<file path="src/hdl/twsda_regs.vh">
// Purpose: register map, fields, reset values and codes of the two-wire core
// Assumes: 8-bit register port, byte offsets as printed
// Notes:   status codes are full bytes; the 5-bit field is code[7:3]
`ifndef TWSDA_REGS_VH
`define TWSDA_REGS_VH
`define TWSDA_OFS_STATUS    8'hb9
`define TWSDA_OFS_ADDR      8'hba
`define TWSDA_OFS_DATA      8'hbb
`define TWSDA_OFS_CTRL      8'hbc
`define TWSDA_OFS_MASK      8'hbd
`define TWSDA_OFS_RATE      8'hb8
`define TWSDA_RST_DATA      8'hff
`define TWSDA_RST_ZERO      8'h00
`define TWSDA_CTRL_DONE     7
`define TWSDA_CTRL_ACKEN    6
`define TWSDA_CTRL_STOP     4
`define TWSDA_CTRL_WCOL     3
`define TWSDA_CTRL_EN       2
`define TWSDA_ST_MR_NACK    8'h58
`define TWSDA_ST_SR_SLA     8'h60
`define TWSDA_ST_SR_SLA_AL  8'h68
`define TWSDA_ST_SR_GC      8'h70
`define TWSDA_ST_SR_GC_AL   8'h78
`define TWSDA_ST_SR_D_ACK   8'h80
`define TWSDA_ST_SR_D_NACK  8'h88
`define TWSDA_ST_GC_D_ACK   8'h90
`define TWSDA_ST_GC_D_NACK  8'h98
`define TWSDA_ST_SR_STOP    8'ha0
`define TWSDA_ST_ST_SLA     8'ha8
`define TWSDA_ST_ST_SLA_AL  8'hb0
`define TWSDA_ST_ST_D_ACK   8'hb8
`define TWSDA_ST_ST_D_NACK  8'hc0
`define TWSDA_ST_ST_LAST    8'hc8
`define TWSDA_ST_IDLE       8'hf8
`define TWSDA_ST_MR_ACK     8'h50
`endif

</file>
<file path="src/hdl/twsda_sync.v">
// Purpose: three-stage synchroniser with agreement filter for one pin
// Assumes: pin asynchronous to sys_clk
// Notes:   output changes only when stages two and three agree
`timescale 1ns/1ps
module twsda_sync (
  input  wire sys_clk,
  input  wire nrst,
  input  wire pin_in,
  output reg  level_reg
);
  reg s1_reg;
  reg s2_reg;
  reg s3_reg;
  always @(posedge sys_clk) begin
    if (!nrst) begin
      s1_reg    <= 1'b1;
      s2_reg    <= 1'b1;
      s3_reg    <= 1'b1;
      level_reg <= 1'b1;
    end else begin
      s1_reg <= pin_in;
      s2_reg <= s1_reg;
      s3_reg <= s2_reg;
      if (s2_reg == s3_reg) begin
        level_reg <= s3_reg;
      end
    end
  end
endmodule // twsda_sync

</file>
<file path="src/hdl/twsda_core.v">
// Purpose: two-wire serial core, slave modes only; master-receiver codes unreachable, master_rx_reg is never set
// Assumes: external pull-ups; pins sampled on sys_clk; open-drain outputs
// Notes:   no master start/address phase or bus claim; master_rx_reg and lost_arb_reg are only ever cleared
// Contract
// - Master receiver data NACK reports 0x58
// - Slave write address or general call codes
// - Slave received data codes 0x80-0x98
// - Stop or restart while addressed reports 0xA0
// - Slave read address reports 0xA8/0xB0
// - Slave transmit codes 0xB8/0xC0/0xC8
// - Idle with done clear reads 0xF8
// - Reserved status/mask bits read zero
// - Two-bit prescaler readable, selects 1/4/16/64
// - Data register: byte to send or received
// - Data writable only while done set
// - No data initialise before first done
// - Shift in while shifting out
// - Keep byte on lost arbitration
// - Acknowledge handled automatically, not visible
// - Compare address with bits 7:1, flag match
// - Bit 0 enables general call match
// - Mask bits exclude address bits
// - Status code in bits 7:3
// - Hold SCL low while done set
// - Write collision set/clear on data write
//
// The strobed register port was left to the implementer.
`timescale 1ns/1ps
`include "twsda_regs.vh"
module twsda_core (
  input  wire       sys_clk,
  input  wire       nrst,
  input  wire [7:0] reg_addr,
  input  wire [7:0] reg_wdata,
  input  wire       reg_wr,
  input  wire       reg_rd,
  output reg  [7:0] reg_rdata,
  input  wire       scl_in,
  output reg        scl_out,
  output reg        scl_oe_n,
  input  wire       sda_in,
  output reg        sda_out,
  output reg        sda_oe_n,
  output reg        transfer_done_flag,
  output reg        prescale_tick
);
  localparam [4:0] S_IDLE = 5'b00001;
  localparam [4:0] S_ADDR = 5'b00010;
  localparam [4:0] S_RX   = 5'b00100;
  localparam [4:0] S_TX   = 5'b01000;
  localparam [4:0] S_ACK  = 5'b10000;

  wire scl_s;
  wire sda_s;
  twsda_sync u_scl (.sys_clk(sys_clk), .nrst(nrst), .pin_in(scl_in), .level_reg(scl_s));
  twsda_sync u_sda (.sys_clk(sys_clk), .nrst(nrst), .pin_in(sda_in), .level_reg(sda_s));

  reg  [7:0] slave_address_match_reg;
  reg  [7:0] serial_byte_buffer_reg;
  reg  [7:0] slave_address_ignore_bits_reg;
  reg  [7:0] bus_state_code_reg;
  reg  [1:0] bit_rate_prescale_select_reg;
  reg  [7:0] bit_rate_reg;
  reg        acknowledge_enable_reg;
  reg        enable_reg;
  reg        write_collision_flag_reg;
  reg        first_done_seen_reg;
  reg  [4:0] state_reg;
  reg  [2:0] bit_cnt_reg;
  reg  [7:0] shift_reg;
  reg        scl_d_reg;
  reg        sda_d_reg;
  reg        addressed_reg;
  reg        gc_reg;
  reg        reading_reg;
  reg        last_byte_reg;
  reg        ack_drive_reg;
  reg        lost_arb_reg;
  reg        master_rx_reg;
  reg        byte_full_reg;
  reg  [13:0] pre_cnt_reg;
  reg        set_done;
  reg  [7:0] set_code;

  wire scl_rise = scl_s & ~scl_d_reg;
  wire scl_fall = ~scl_s & scl_d_reg;
  wire start_c  = scl_s & scl_d_reg & sda_d_reg & ~sda_s;
  wire stop_c   = scl_s & scl_d_reg & ~sda_d_reg & sda_s;
  wire [6:0] ignore = slave_address_ignore_bits_reg[7:1];
  wire own_hit = ((shift_reg[7:1] ^ slave_address_match_reg[7:1]) & ~ignore) == 7'h00;
  wire gc_hit  = (shift_reg[7:1] == 7'h00) && slave_address_match_reg[0];
  wire done_clear = reg_wr && reg_addr == `TWSDA_OFS_CTRL && reg_wdata[`TWSDA_CTRL_DONE];

  // Prescale divider: tick period 1/4/16/64 times (rate+1) sys clocks
  reg [13:0] pre_lim;
  always @* begin
    case (bit_rate_prescale_select_reg)
      2'd0:    pre_lim = {6'h00, bit_rate_reg};
      2'd1:    pre_lim = {4'h0, bit_rate_reg, 2'b11};
      2'd2:    pre_lim = {2'h0, bit_rate_reg, 4'hf};
      default: pre_lim = {bit_rate_reg, 6'h3f};
    endcase
  end
  always @(posedge sys_clk) begin
    if (!nrst) begin
      pre_cnt_reg   <= 14'h0000;
      prescale_tick <= 1'b0;
    end else if (pre_cnt_reg >= pre_lim) begin
      pre_cnt_reg   <= 14'h0000;
      prescale_tick <= 1'b1;
    end else begin
      pre_cnt_reg   <= pre_cnt_reg + 14'h0001;
      prescale_tick <= 1'b0;
    end
  end

  // Bus engine; event codes registered in set_code, then latched with done one cycle later
  always @(posedge sys_clk) begin
    if (!nrst) begin
      state_reg     <= S_IDLE;
      bit_cnt_reg   <= 3'd0;
      shift_reg     <= `TWSDA_RST_DATA;
      scl_d_reg     <= 1'b1;
      sda_d_reg     <= 1'b1;
      addressed_reg <= 1'b0;
      gc_reg        <= 1'b0;
      reading_reg   <= 1'b0;
      last_byte_reg <= 1'b0;
      ack_drive_reg <= 1'b0;
      byte_full_reg <= 1'b0;
      sda_out       <= 1'b0;
      sda_oe_n      <= 1'b1;
      set_done      <= 1'b0;
      set_code      <= `TWSDA_ST_IDLE;
    end else begin
      scl_d_reg <= scl_s;
      sda_d_reg <= sda_s;
      sda_out   <= 1'b0;
      set_done  <= 1'b0;
      if (!enable_reg) begin
        state_reg     <= S_IDLE;
        addressed_reg <= 1'b0;
        sda_oe_n      <= 1'b1;
      end else if (start_c || stop_c) begin
        if (addressed_reg) begin
          set_done <= 1'b1;
          set_code <= `TWSDA_ST_SR_STOP;
        end
        addressed_reg <= 1'b0;
        sda_oe_n      <= 1'b1;
        bit_cnt_reg   <= 3'd0;
        byte_full_reg <= 1'b0;
        state_reg     <= start_c ? S_ADDR : S_IDLE;
      end else begin
        case (state_reg)
          S_ADDR, S_RX: begin
            if (scl_rise) begin
              shift_reg     <= {shift_reg[6:0], sda_s};
              bit_cnt_reg   <= bit_cnt_reg + 3'd1;
              byte_full_reg <= (bit_cnt_reg == 3'd7);
            end
            // Full flag keeps the fall that ends a start from counting as a byte
            if (scl_fall && byte_full_reg && !transfer_done_flag) begin
              byte_full_reg <= 1'b0;
              if (state_reg == S_ADDR) begin
                if (acknowledge_enable_reg && (own_hit || gc_hit)) begin
                  addressed_reg <= 1'b1;
                  gc_reg        <= gc_hit && !own_hit;
                  reading_reg   <= shift_reg[0] && !gc_hit;
                  ack_drive_reg <= 1'b1;
                  sda_oe_n      <= 1'b0;
                  set_done      <= 1'b1;
                  if (shift_reg[0] && !gc_hit) begin
                    set_code <= lost_arb_reg ? `TWSDA_ST_ST_SLA_AL : `TWSDA_ST_ST_SLA;
                  end else if (gc_hit && !own_hit) begin
                    set_code <= lost_arb_reg ? `TWSDA_ST_SR_GC_AL : `TWSDA_ST_SR_GC;
                  end else begin
                    set_code <= lost_arb_reg ? `TWSDA_ST_SR_SLA_AL : `TWSDA_ST_SR_SLA;
                  end
                  state_reg <= S_ACK;
                end else begin
                  state_reg <= S_IDLE;
                end
              end else begin
                ack_drive_reg <= acknowledge_enable_reg;
                sda_oe_n      <= ~acknowledge_enable_reg;
                set_done      <= 1'b1;
                if (master_rx_reg) begin
                  set_code <= acknowledge_enable_reg ? `TWSDA_ST_MR_ACK : `TWSDA_ST_MR_NACK;
                end else if (gc_reg) begin
                  set_code <= acknowledge_enable_reg ? `TWSDA_ST_GC_D_ACK
                                                     : `TWSDA_ST_GC_D_NACK;
                end else begin
                  set_code <= acknowledge_enable_reg ? `TWSDA_ST_SR_D_ACK
                                                     : `TWSDA_ST_SR_D_NACK;
                end
                if (!acknowledge_enable_reg) begin
                  addressed_reg <= 1'b0;
                end
                state_reg <= S_ACK;
              end
            end
          end
          S_ACK: begin
            if (scl_fall) begin
              ack_drive_reg <= 1'b0;
              sda_oe_n      <= 1'b1;
              bit_cnt_reg   <= 3'd0;
              if (!addressed_reg) begin
                state_reg <= S_IDLE;
              end else if (reading_reg) begin
                last_byte_reg <= ~acknowledge_enable_reg;
                sda_oe_n      <= serial_byte_buffer_reg[7];
                state_reg     <= S_TX;
              end else begin
                state_reg <= S_RX;
              end
            end
          end
          S_TX: begin
            if (scl_rise) begin
              shift_reg <= {shift_reg[6:0], sda_s};
              if (ack_drive_reg) begin
                ack_drive_reg <= 1'b0;
                set_done      <= 1'b1;
                bit_cnt_reg   <= 3'd0;
                if (sda_s) begin
                  set_code      <= `TWSDA_ST_ST_D_NACK;
                  addressed_reg <= 1'b0;
                  state_reg     <= S_IDLE;
                end else begin
                  set_code <= last_byte_reg ? `TWSDA_ST_ST_LAST : `TWSDA_ST_ST_D_ACK;
                end
              end else begin
                bit_cnt_reg   <= bit_cnt_reg + 3'd1;
                ack_drive_reg <= (bit_cnt_reg == 3'd7);
              end
            end else if (!scl_s) begin
              // Driven all through the low phase, so a byte loaded during the stretch goes out
              sda_oe_n <= ack_drive_reg | serial_byte_buffer_reg[3'd7 - bit_cnt_reg];
            end
          end
          default: begin
            sda_oe_n <= 1'b1;
          end
        endcase
      end
    end
  end

  // Register file, done flag and status
  always @(posedge sys_clk) begin
    if (!nrst) begin
      slave_address_match_reg       <= `TWSDA_RST_ZERO;
      serial_byte_buffer_reg        <= `TWSDA_RST_DATA;
      slave_address_ignore_bits_reg <= `TWSDA_RST_ZERO;
      bus_state_code_reg            <= `TWSDA_ST_IDLE;
      bit_rate_prescale_select_reg  <= 2'b00;
      bit_rate_reg                  <= `TWSDA_RST_ZERO;
      acknowledge_enable_reg        <= 1'b0;
      enable_reg                    <= 1'b0;
      write_collision_flag_reg      <= 1'b0;
      first_done_seen_reg           <= 1'b0;
      transfer_done_flag            <= 1'b0;
      lost_arb_reg                  <= 1'b0;
      master_rx_reg                 <= 1'b0;
      reg_rdata                     <= 8'h00;
      scl_out                       <= 1'b0;
      scl_oe_n                      <= 1'b1;
    end else begin
      scl_oe_n <= ~transfer_done_flag;
      if (set_done) begin
        transfer_done_flag  <= 1'b1;
        bus_state_code_reg  <= set_code;
        first_done_seen_reg <= 1'b1;
        if (state_reg != S_TX) begin
          serial_byte_buffer_reg <= shift_reg;
        end
      end else if (done_clear) begin
        transfer_done_flag <= 1'b0;
        bus_state_code_reg <= `TWSDA_ST_IDLE;
      end
      if (reg_wr) begin
        if (reg_addr == `TWSDA_OFS_ADDR) begin
          slave_address_match_reg <= reg_wdata;
        end else if (reg_addr == `TWSDA_OFS_MASK) begin
          slave_address_ignore_bits_reg <= {reg_wdata[7:1], 1'b0};
        end else if (reg_addr == `TWSDA_OFS_STATUS) begin
          bit_rate_prescale_select_reg <= reg_wdata[1:0];
        end else if (reg_addr == `TWSDA_OFS_RATE) begin
          bit_rate_reg <= reg_wdata;
        end else if (reg_addr == `TWSDA_OFS_CTRL) begin
          acknowledge_enable_reg <= reg_wdata[`TWSDA_CTRL_ACKEN];
          enable_reg             <= reg_wdata[`TWSDA_CTRL_EN];
          if (reg_wdata[`TWSDA_CTRL_STOP]) begin
            lost_arb_reg  <= 1'b0;
            master_rx_reg <= 1'b0;
          end
        end else if (reg_addr == `TWSDA_OFS_DATA) begin
          if (transfer_done_flag && first_done_seen_reg && !set_done) begin
            serial_byte_buffer_reg   <= reg_wdata;
            write_collision_flag_reg <= 1'b0;
          end else begin
            write_collision_flag_reg <= 1'b1;
          end
        end
      end
      if (reg_rd) begin
        if (reg_addr == `TWSDA_OFS_STATUS) begin
          reg_rdata <= {bus_state_code_reg[7:3], 1'b0, bit_rate_prescale_select_reg};
        end else if (reg_addr == `TWSDA_OFS_ADDR) begin
          reg_rdata <= slave_address_match_reg;
        end else if (reg_addr == `TWSDA_OFS_DATA) begin
          reg_rdata <= serial_byte_buffer_reg;
        end else if (reg_addr == `TWSDA_OFS_MASK) begin
          reg_rdata <= slave_address_ignore_bits_reg;
        end else if (reg_addr == `TWSDA_OFS_RATE) begin
          reg_rdata <= bit_rate_reg;
        end else if (reg_addr == `TWSDA_OFS_CTRL) begin
          reg_rdata <= {transfer_done_flag, acknowledge_enable_reg, 1'b0, 1'b0,
                        write_collision_flag_reg, enable_reg, 2'b00};
        end else begin
          reg_rdata <= 8'h00;
        end
      end else begin
        reg_rdata <= 8'h00;
      end
    end
  end
endmodule // twsda_core

</file>
<file path="config.mk">
export PLATFORM = sky130hd
export DESIGN_NAME = twsda_core
export DESIGN_NICKNAME = d
export VERILOG_FILES = /design/src/hdl/twsda_sync.v /design/src/hdl/twsda_core.v
export VERILOG_INCLUDE_DIRS = /design/src /design/src/hdl
export SDC_FILE = /design/constraint.sdc
export NUM_CORES = 1
export LEC_CHECK = 0
export BUFFER_PORTS_ARGS = -buffer_cell sky130_fd_sc_hd__buf_2
export CORE_UTILIZATION = 50
export DETAILED_ROUTE_END_ITERATION = 8
export GPL_TIMING_DRIVEN = 0
export PLACE_DENSITY = 0.68
export SYNTH_ARGS = -nofsm -noshare
export SYNTH_HDL_FRONTEND = slang
export SYNTH_HIERARCHICAL = 1
export SYNTH_SLANG_ARGS = --single-unit
</file>
<file path="constraint.sdc">
create_clock -name sys_clk -period 7.7 [get_ports sys_clk]
set_clock_uncertainty 0.15 [all_clocks]
set_input_delay 1.155 -clock sys_clk [delete_from_list [all_inputs] [get_ports sys_clk]]
set_output_delay 1.155 -clock sys_clk [all_outputs]
set_load 0.02 [all_outputs]
</file>
Word level (Yosys, flattened, before mapping)
Index checks and enable logic that the tools add are counted.
{"block": "totals", "inputBits": 22, "ff_bits": 112, "out_inout_bits": 14}
{"block": "classes", "magnitude_cmp": 2, "reduce_logical": 49, "n_bitwise": 26, "n_eq_ne": 33, "n_addsub": 3, "n_mux": 93}
{"cell": "$mux 8", "n": 26}
{"cell": "$mux 5", "n": 10}
{"cell": "$eq 8x8->1 const B", "n": 6}
{"cell": "$pmux 14 s3", "n": 1}
{"cell": "$mux 1", "n": 36}
{"cell": "$reduce_and 7->1", "n": 4}
{"cell": "$reduce_and 6->1", "n": 4}
{"cell": "$ne 3x3->1 const B", "n": 7}
{"cell": "$mux 4", "n": 4}
{"cell": "$pmux 8 s2", "n": 1}
{"cell": "$mux 3", "n": 5}
{"cell": "$not 1->1", "n": 15}
{"cell": "$pmux 5 s3", "n": 1}
{"cell": "$reduce_and 5->1", "n": 3}
{"cell": "$add 14x1->14 const B", "n": 1}
{"cell": "$ge 14x14->1", "n": 1}
{"cell": "$logic_not 7->1", "n": 2}
{"cell": "$mux 7", "n": 2}
{"cell": "$ne 2x2->1 const B", "n": 7}
{"cell": "$logic_and 1x1->1", "n": 10}
{"cell": "$pmux 3 s3", "n": 1}
{"cell": "$reduce_bool 3->1", "n": 3}
{"cell": "$reduce_or 3->1", "n": 3}
{"cell": "$reduce_and 4->1", "n": 2}
{"cell": "other kinds (32)", "n": 51}

Longest topological paths before layout
{"block": "depth", "depth_word": 12, "mapped_depth": 13, "mapped_depth_nobuf": 11}

Cells and area by module
Netlist, hierarchy kept.
{"mod": "twsda_core", "instances": 1, "seq_area_each_um2": 1961.9, "cells_per_inst": 613, "area_each_um2": 5247.5}
{"mod": "twsda_sync", "instances": 2, "seq_area_each_um2": 80.1, "cells_per_inst": 10, "area_each_um2": 112.6}

Worst setup path before layout
Ideal clock, no wire load.
{"block": "synth_timing", "kind": "register to register", "start": "reg bit_rate_prescale_select_reg[0]", "end": "reg pre_cnt_reg[0]", "setup_time_ns": 0.086, "arrival_time_ns": 2.697, "slack_ns": 4.767, "synth_period_minus_slack_ns": 2.933, "path_stages_with_launch": 14, "cell_sequence": "dfxtp_1 inv_1 ha_1 clkbuf_1 or2_2 a221oi_1 ha_1 a21o_1 a21oi_1 o221ai_1 a31oi_1 o21bai_1 clkbuf_1 a211oi_1"}
{"block": "synth_between", "elab_chain_cells": 4}
{"item": "start, declared", "line": "twsda_core.v:62", "text": "reg [1:0] bit_rate_prescale_select_reg;"}
{"item": "start signal, assigned", "line": "twsda_core.v:289", "text": "bit_rate_prescale_select_reg <= reg_wdata[1:0];"}
{"item": "$eq 2x2->1, or another cell as far along", "line": "twsda_core.v:97", "text": "case (bit_rate_prescale_select_reg)"}
{"item": "$pmux 14 s3 (*)", "line": "twsda_core.v:97"}
{"item": "$ge 14x14->1 (*)", "line": "twsda_core.v:108", "text": "end else if (pre_cnt_reg >= pre_lim) begin"}
{"item": "$reduce_or 2->1 (no line) (*)"}
{"item": "end signal, assigned", "line": "twsda_core.v:112", "text": "pre_cnt_reg <= pre_cnt_reg + 14'h0001;"}
{"item": "end, declared", "line": "twsda_core.v:81", "text": "reg [13:0] pre_cnt_reg;"}
Every way passes the cells marked *; elsewhere a longest branch is shown, timed or not.
A chain may end at the register's enable or synchronous reset.

Worst setup path in the final report
{"block": "layout_timing", "start": "reg bit_rate_prescale_select_reg[0]", "end": "reg pre_cnt_reg[2]"}
The elaborated chain is that of the path after synthesis.

==> results.toml <==
[status]
status = "completed"

[synthesis]
synth_edf_count = 0
synth-xor-area-share = 0.0336
synthAdderAreaFrac = 0.0480
synth_top_area_frac = 0.388
ys.flop_type = "dfxtp_1"
avgSynthCellArea_sq_um = 8.65
synthDistinctLibCells = 70
synth_compound_area_frac = 0.186
synth_top_area_cell = "dfxtp_1"
yosys_warnings = 6
ys_ff_latch = 106
syn_area_sq_mm = 0.00547
seq_area_frac_synth = 0.388
synthTopCellsByCount = "106 x dfxtp_1, 82 x nand2_1, 52 x nor2_1, 42 x a21oi_1, 36 x mux2i_1"
syn_inst = 633
synthSimpleGateAreaFrac = 0.215
synth_top_family_by_area = "simple AND/OR/NAND/NOR gates"
yosysMostFrequentCell = "dfxtp_1"
synth.top_cells.by_area = "dfxtp_1 39%, mux2i_1 6.6%, nand2_1 5.6%, ha_1 4.8%, a21oi_1 3.8%"
muxShareOfSynthArea = 0.0947
async_flop_share = 0

[clocking]
cts_resized = 0
cts_tree = "built"
max-clock-path-buffers = 2
clkLatencyLatePin_ns = 0.37
postCtsHoldBufs = 0
numCtsBuffers = 9
cts-root-buf = "clkbuf_8"
cts_num_sinks = 106
htree_levels = 3
post-cts-setup-buffer-count = 0
clkTransAtPathRegs_ns = 0.10

[worst_setup_path]
r2r_slack_ns = 4.19
cp_slowest_stage_delay_ns = 0.45
cp.required_ns = 7.84
crit_buf_inv = 3
cp_top_family = "compound AO/OA/AOI/OAI gates"
cp_data_arrival_time_ns = 3.65
r2r.worst_path.cells = 13
end_kind = "register"
r2r_end = "pre_cnt_reg[2]$_SDFF_PP0_"
crit_fanout = 10
crit_type = "reg2reg"
regToRegStartpoint = "bit_rate_prescale_select_reg[0]$_SDFFE_PN0P_"
cp_cell_sequence = "inv_1, ha_1, clkbuf_1, or2_2, a221oi_1, ha_1, a21o_1, a21oi_1, o221ai_1, a31oi_1, o21bai_1, clkbuf_1, a211oi_1"
slowest_stage = "dfxtp_1"
startpoint_type = "register"

[die]
die_x_um = 107
pin_count = 36
core_region_area_sq_mm = 0.0105
die_h_um = 107
dieArea_sq_mm = 0.0114
rows = 37
start_util = 0.523

[layout]
synthToLayoutAreaGrowth_pct = 9.62
drive_gt1_frac = 0.117
largest_reg_flops = 14
nets = 720
utilization = 0.573
num_antenna_cells = 0

[global_route]
grt_pass1_wl_um = 23500
grt_max_degree = 18
overflow = 0
antenna_found_initial = 0
grtUsageTotal = 0.265
grt_pass1_vias = 4521

[hold_path]
min-delay-start = "u_scl/s1_reg$_SDFF_PN1_"
holdPathEnd = "u_scl/s2_reg$_SDFF_PN1_"
hold_depth = 1
min_path_type = "reg2reg"

[pwr]
max-vdd-ir-drop_v = 0.000152
p_per_area_mw_per_mm2 = 157
p_leak_nw = 2.19

[sta]
drv_slew = 0
period_share = 0.456
fmax_mhz = 285
rsz0062_at_grt = "no"
hold_viol_final = 0
max-slew-margin-rel = 0.436
finalSetupTns_ns = 0
tightest_slew_ns = 0.839
period_needed_ns = 3.51
holdWs_ns = 0.267
worst_slack_ns = 4.19
setup_violations = 0

[drt]
routedWlPerCell_um = 17.8
drtAntennaViolNets = 0
vias_per_cell = 6.06
drt_wl_total_um = 14600
drt_pre_antenna_iters = 6
num_vias = 4957
first_iter_violations = 376
drc = 0

[flow_run]
max_cap_violations = 0

[placement]
io_buffers = 32
hpwl_um = 11000
dpl_worst_slack_ns = 4.25
gp_congestion = 0.900
## routing by layer
| metal | track usage | vias to the layer above | part of all wire |
|---|---|---|---|
| met2 | 0.405 | 207 | 0.45 |
| met1 | 0.368 | 2345 | 0.45 |
| met5 | 0 | - | 0 |
| li1 | - | 2378 | - |
| met4 | 0.0851 | 0 | 0.018 |
| met3 | 0.0650 | 27 | 0.076 |
## metrics by stage
| stage | power (mW) | std cells | cell area (sq um) |
|---|---|---|---|
| 3_3_place_gp | 0.604 | 802 | 5810 |
| 4_1_cts | 0.943 | 818 | 6000 |
| 5_1_grt | 0.969 | 818 | 6000 |
| 3_5_place_dp | 0.604 | 802 | 5810 |
| 2_1_floorplan | 0.585 | 634 | 5480 |
| 6_report | 0.939 | 818 | 6000 |
## power by group
group	switching, mW	total, mW	internal, mW
combinational	0.0299	0.0420	0.0121
clock	0.195	0.347	0.152
sequential	0.000900	0.551	0.550
## cell families after synthesis
kind of cell / after synthesis
simple gates: 242
compound gates: 149
flops: 106
mux: 48
buf+inv: 45
fa+ha+maj: 21
xor+xnor: 21
other cells: 1
## layout make-up
type / instances / area [sq um]
fillers: 1009 / 4460
flip-flops and latches: 106 / 2120
repair buffers: 32 / 160
multi-input cells: 483 / 3170
inverters: 13 / 48.8
clock inverters: 6 / 65.1
clock buffers: 10 / 128
plain buffers: 32 / 140
well taps: 136 / 170
## worst max path at each step
stage / cells after the start / endpoint / start
2_1_floorplan: 13 / pre_cnt_reg[0]$_SDFF_PP0_ / bit_rate_prescale_select_reg[0]$_SDFFE_PN0P_
3_3_place_gp: 13 / pre_cnt_reg[0]$_SDFF_PP0_ / bit_rate_prescale_select_reg[0]$_SDFFE_PN0P_
3_5_place_dp: 13 / pre_cnt_reg[2]$_SDFF_PP0_ / bit_rate_prescale_select_reg[0]$_SDFFE_PN0P_
4_1_cts: 13 / pre_cnt_reg[2]$_SDFF_PP0_ / bit_rate_prescale_select_reg[0]$_SDFFE_PN0P_
5_1_grt: 13 / pre_cnt_reg[8]$_SDFF_PP0_ / bit_rate_prescale_select_reg[0]$_SDFFE_PN0P_
6_report: 13 / pre_cnt_reg[2]$_SDFF_PP0_ / bit_rate_prescale_select_reg[0]$_SDFFE_PN0P_
## placed cells by master, fill, tap and decap left out, types with 5 or more instances in the layout
cell      count
and3_1       10
nor2_1       52
nand3_1      27
o22ai_1       6
clkbuf_1     25
mux2i_1      36
o21ai_0      28
xor2_1        9
a22oi_1       7
o22a_1        5
dfxtp_1     106
a21oi_1      42
a211oi_1     18
nor3_1       16
nand2_1      82
buf_2        36
clkbuf_8      9
inv_1        12
ha_1         21
nand2b_1     15
a221o_1       6
mux2_2       10
xnor2_1      12
(Power assumes the default switching activity.)
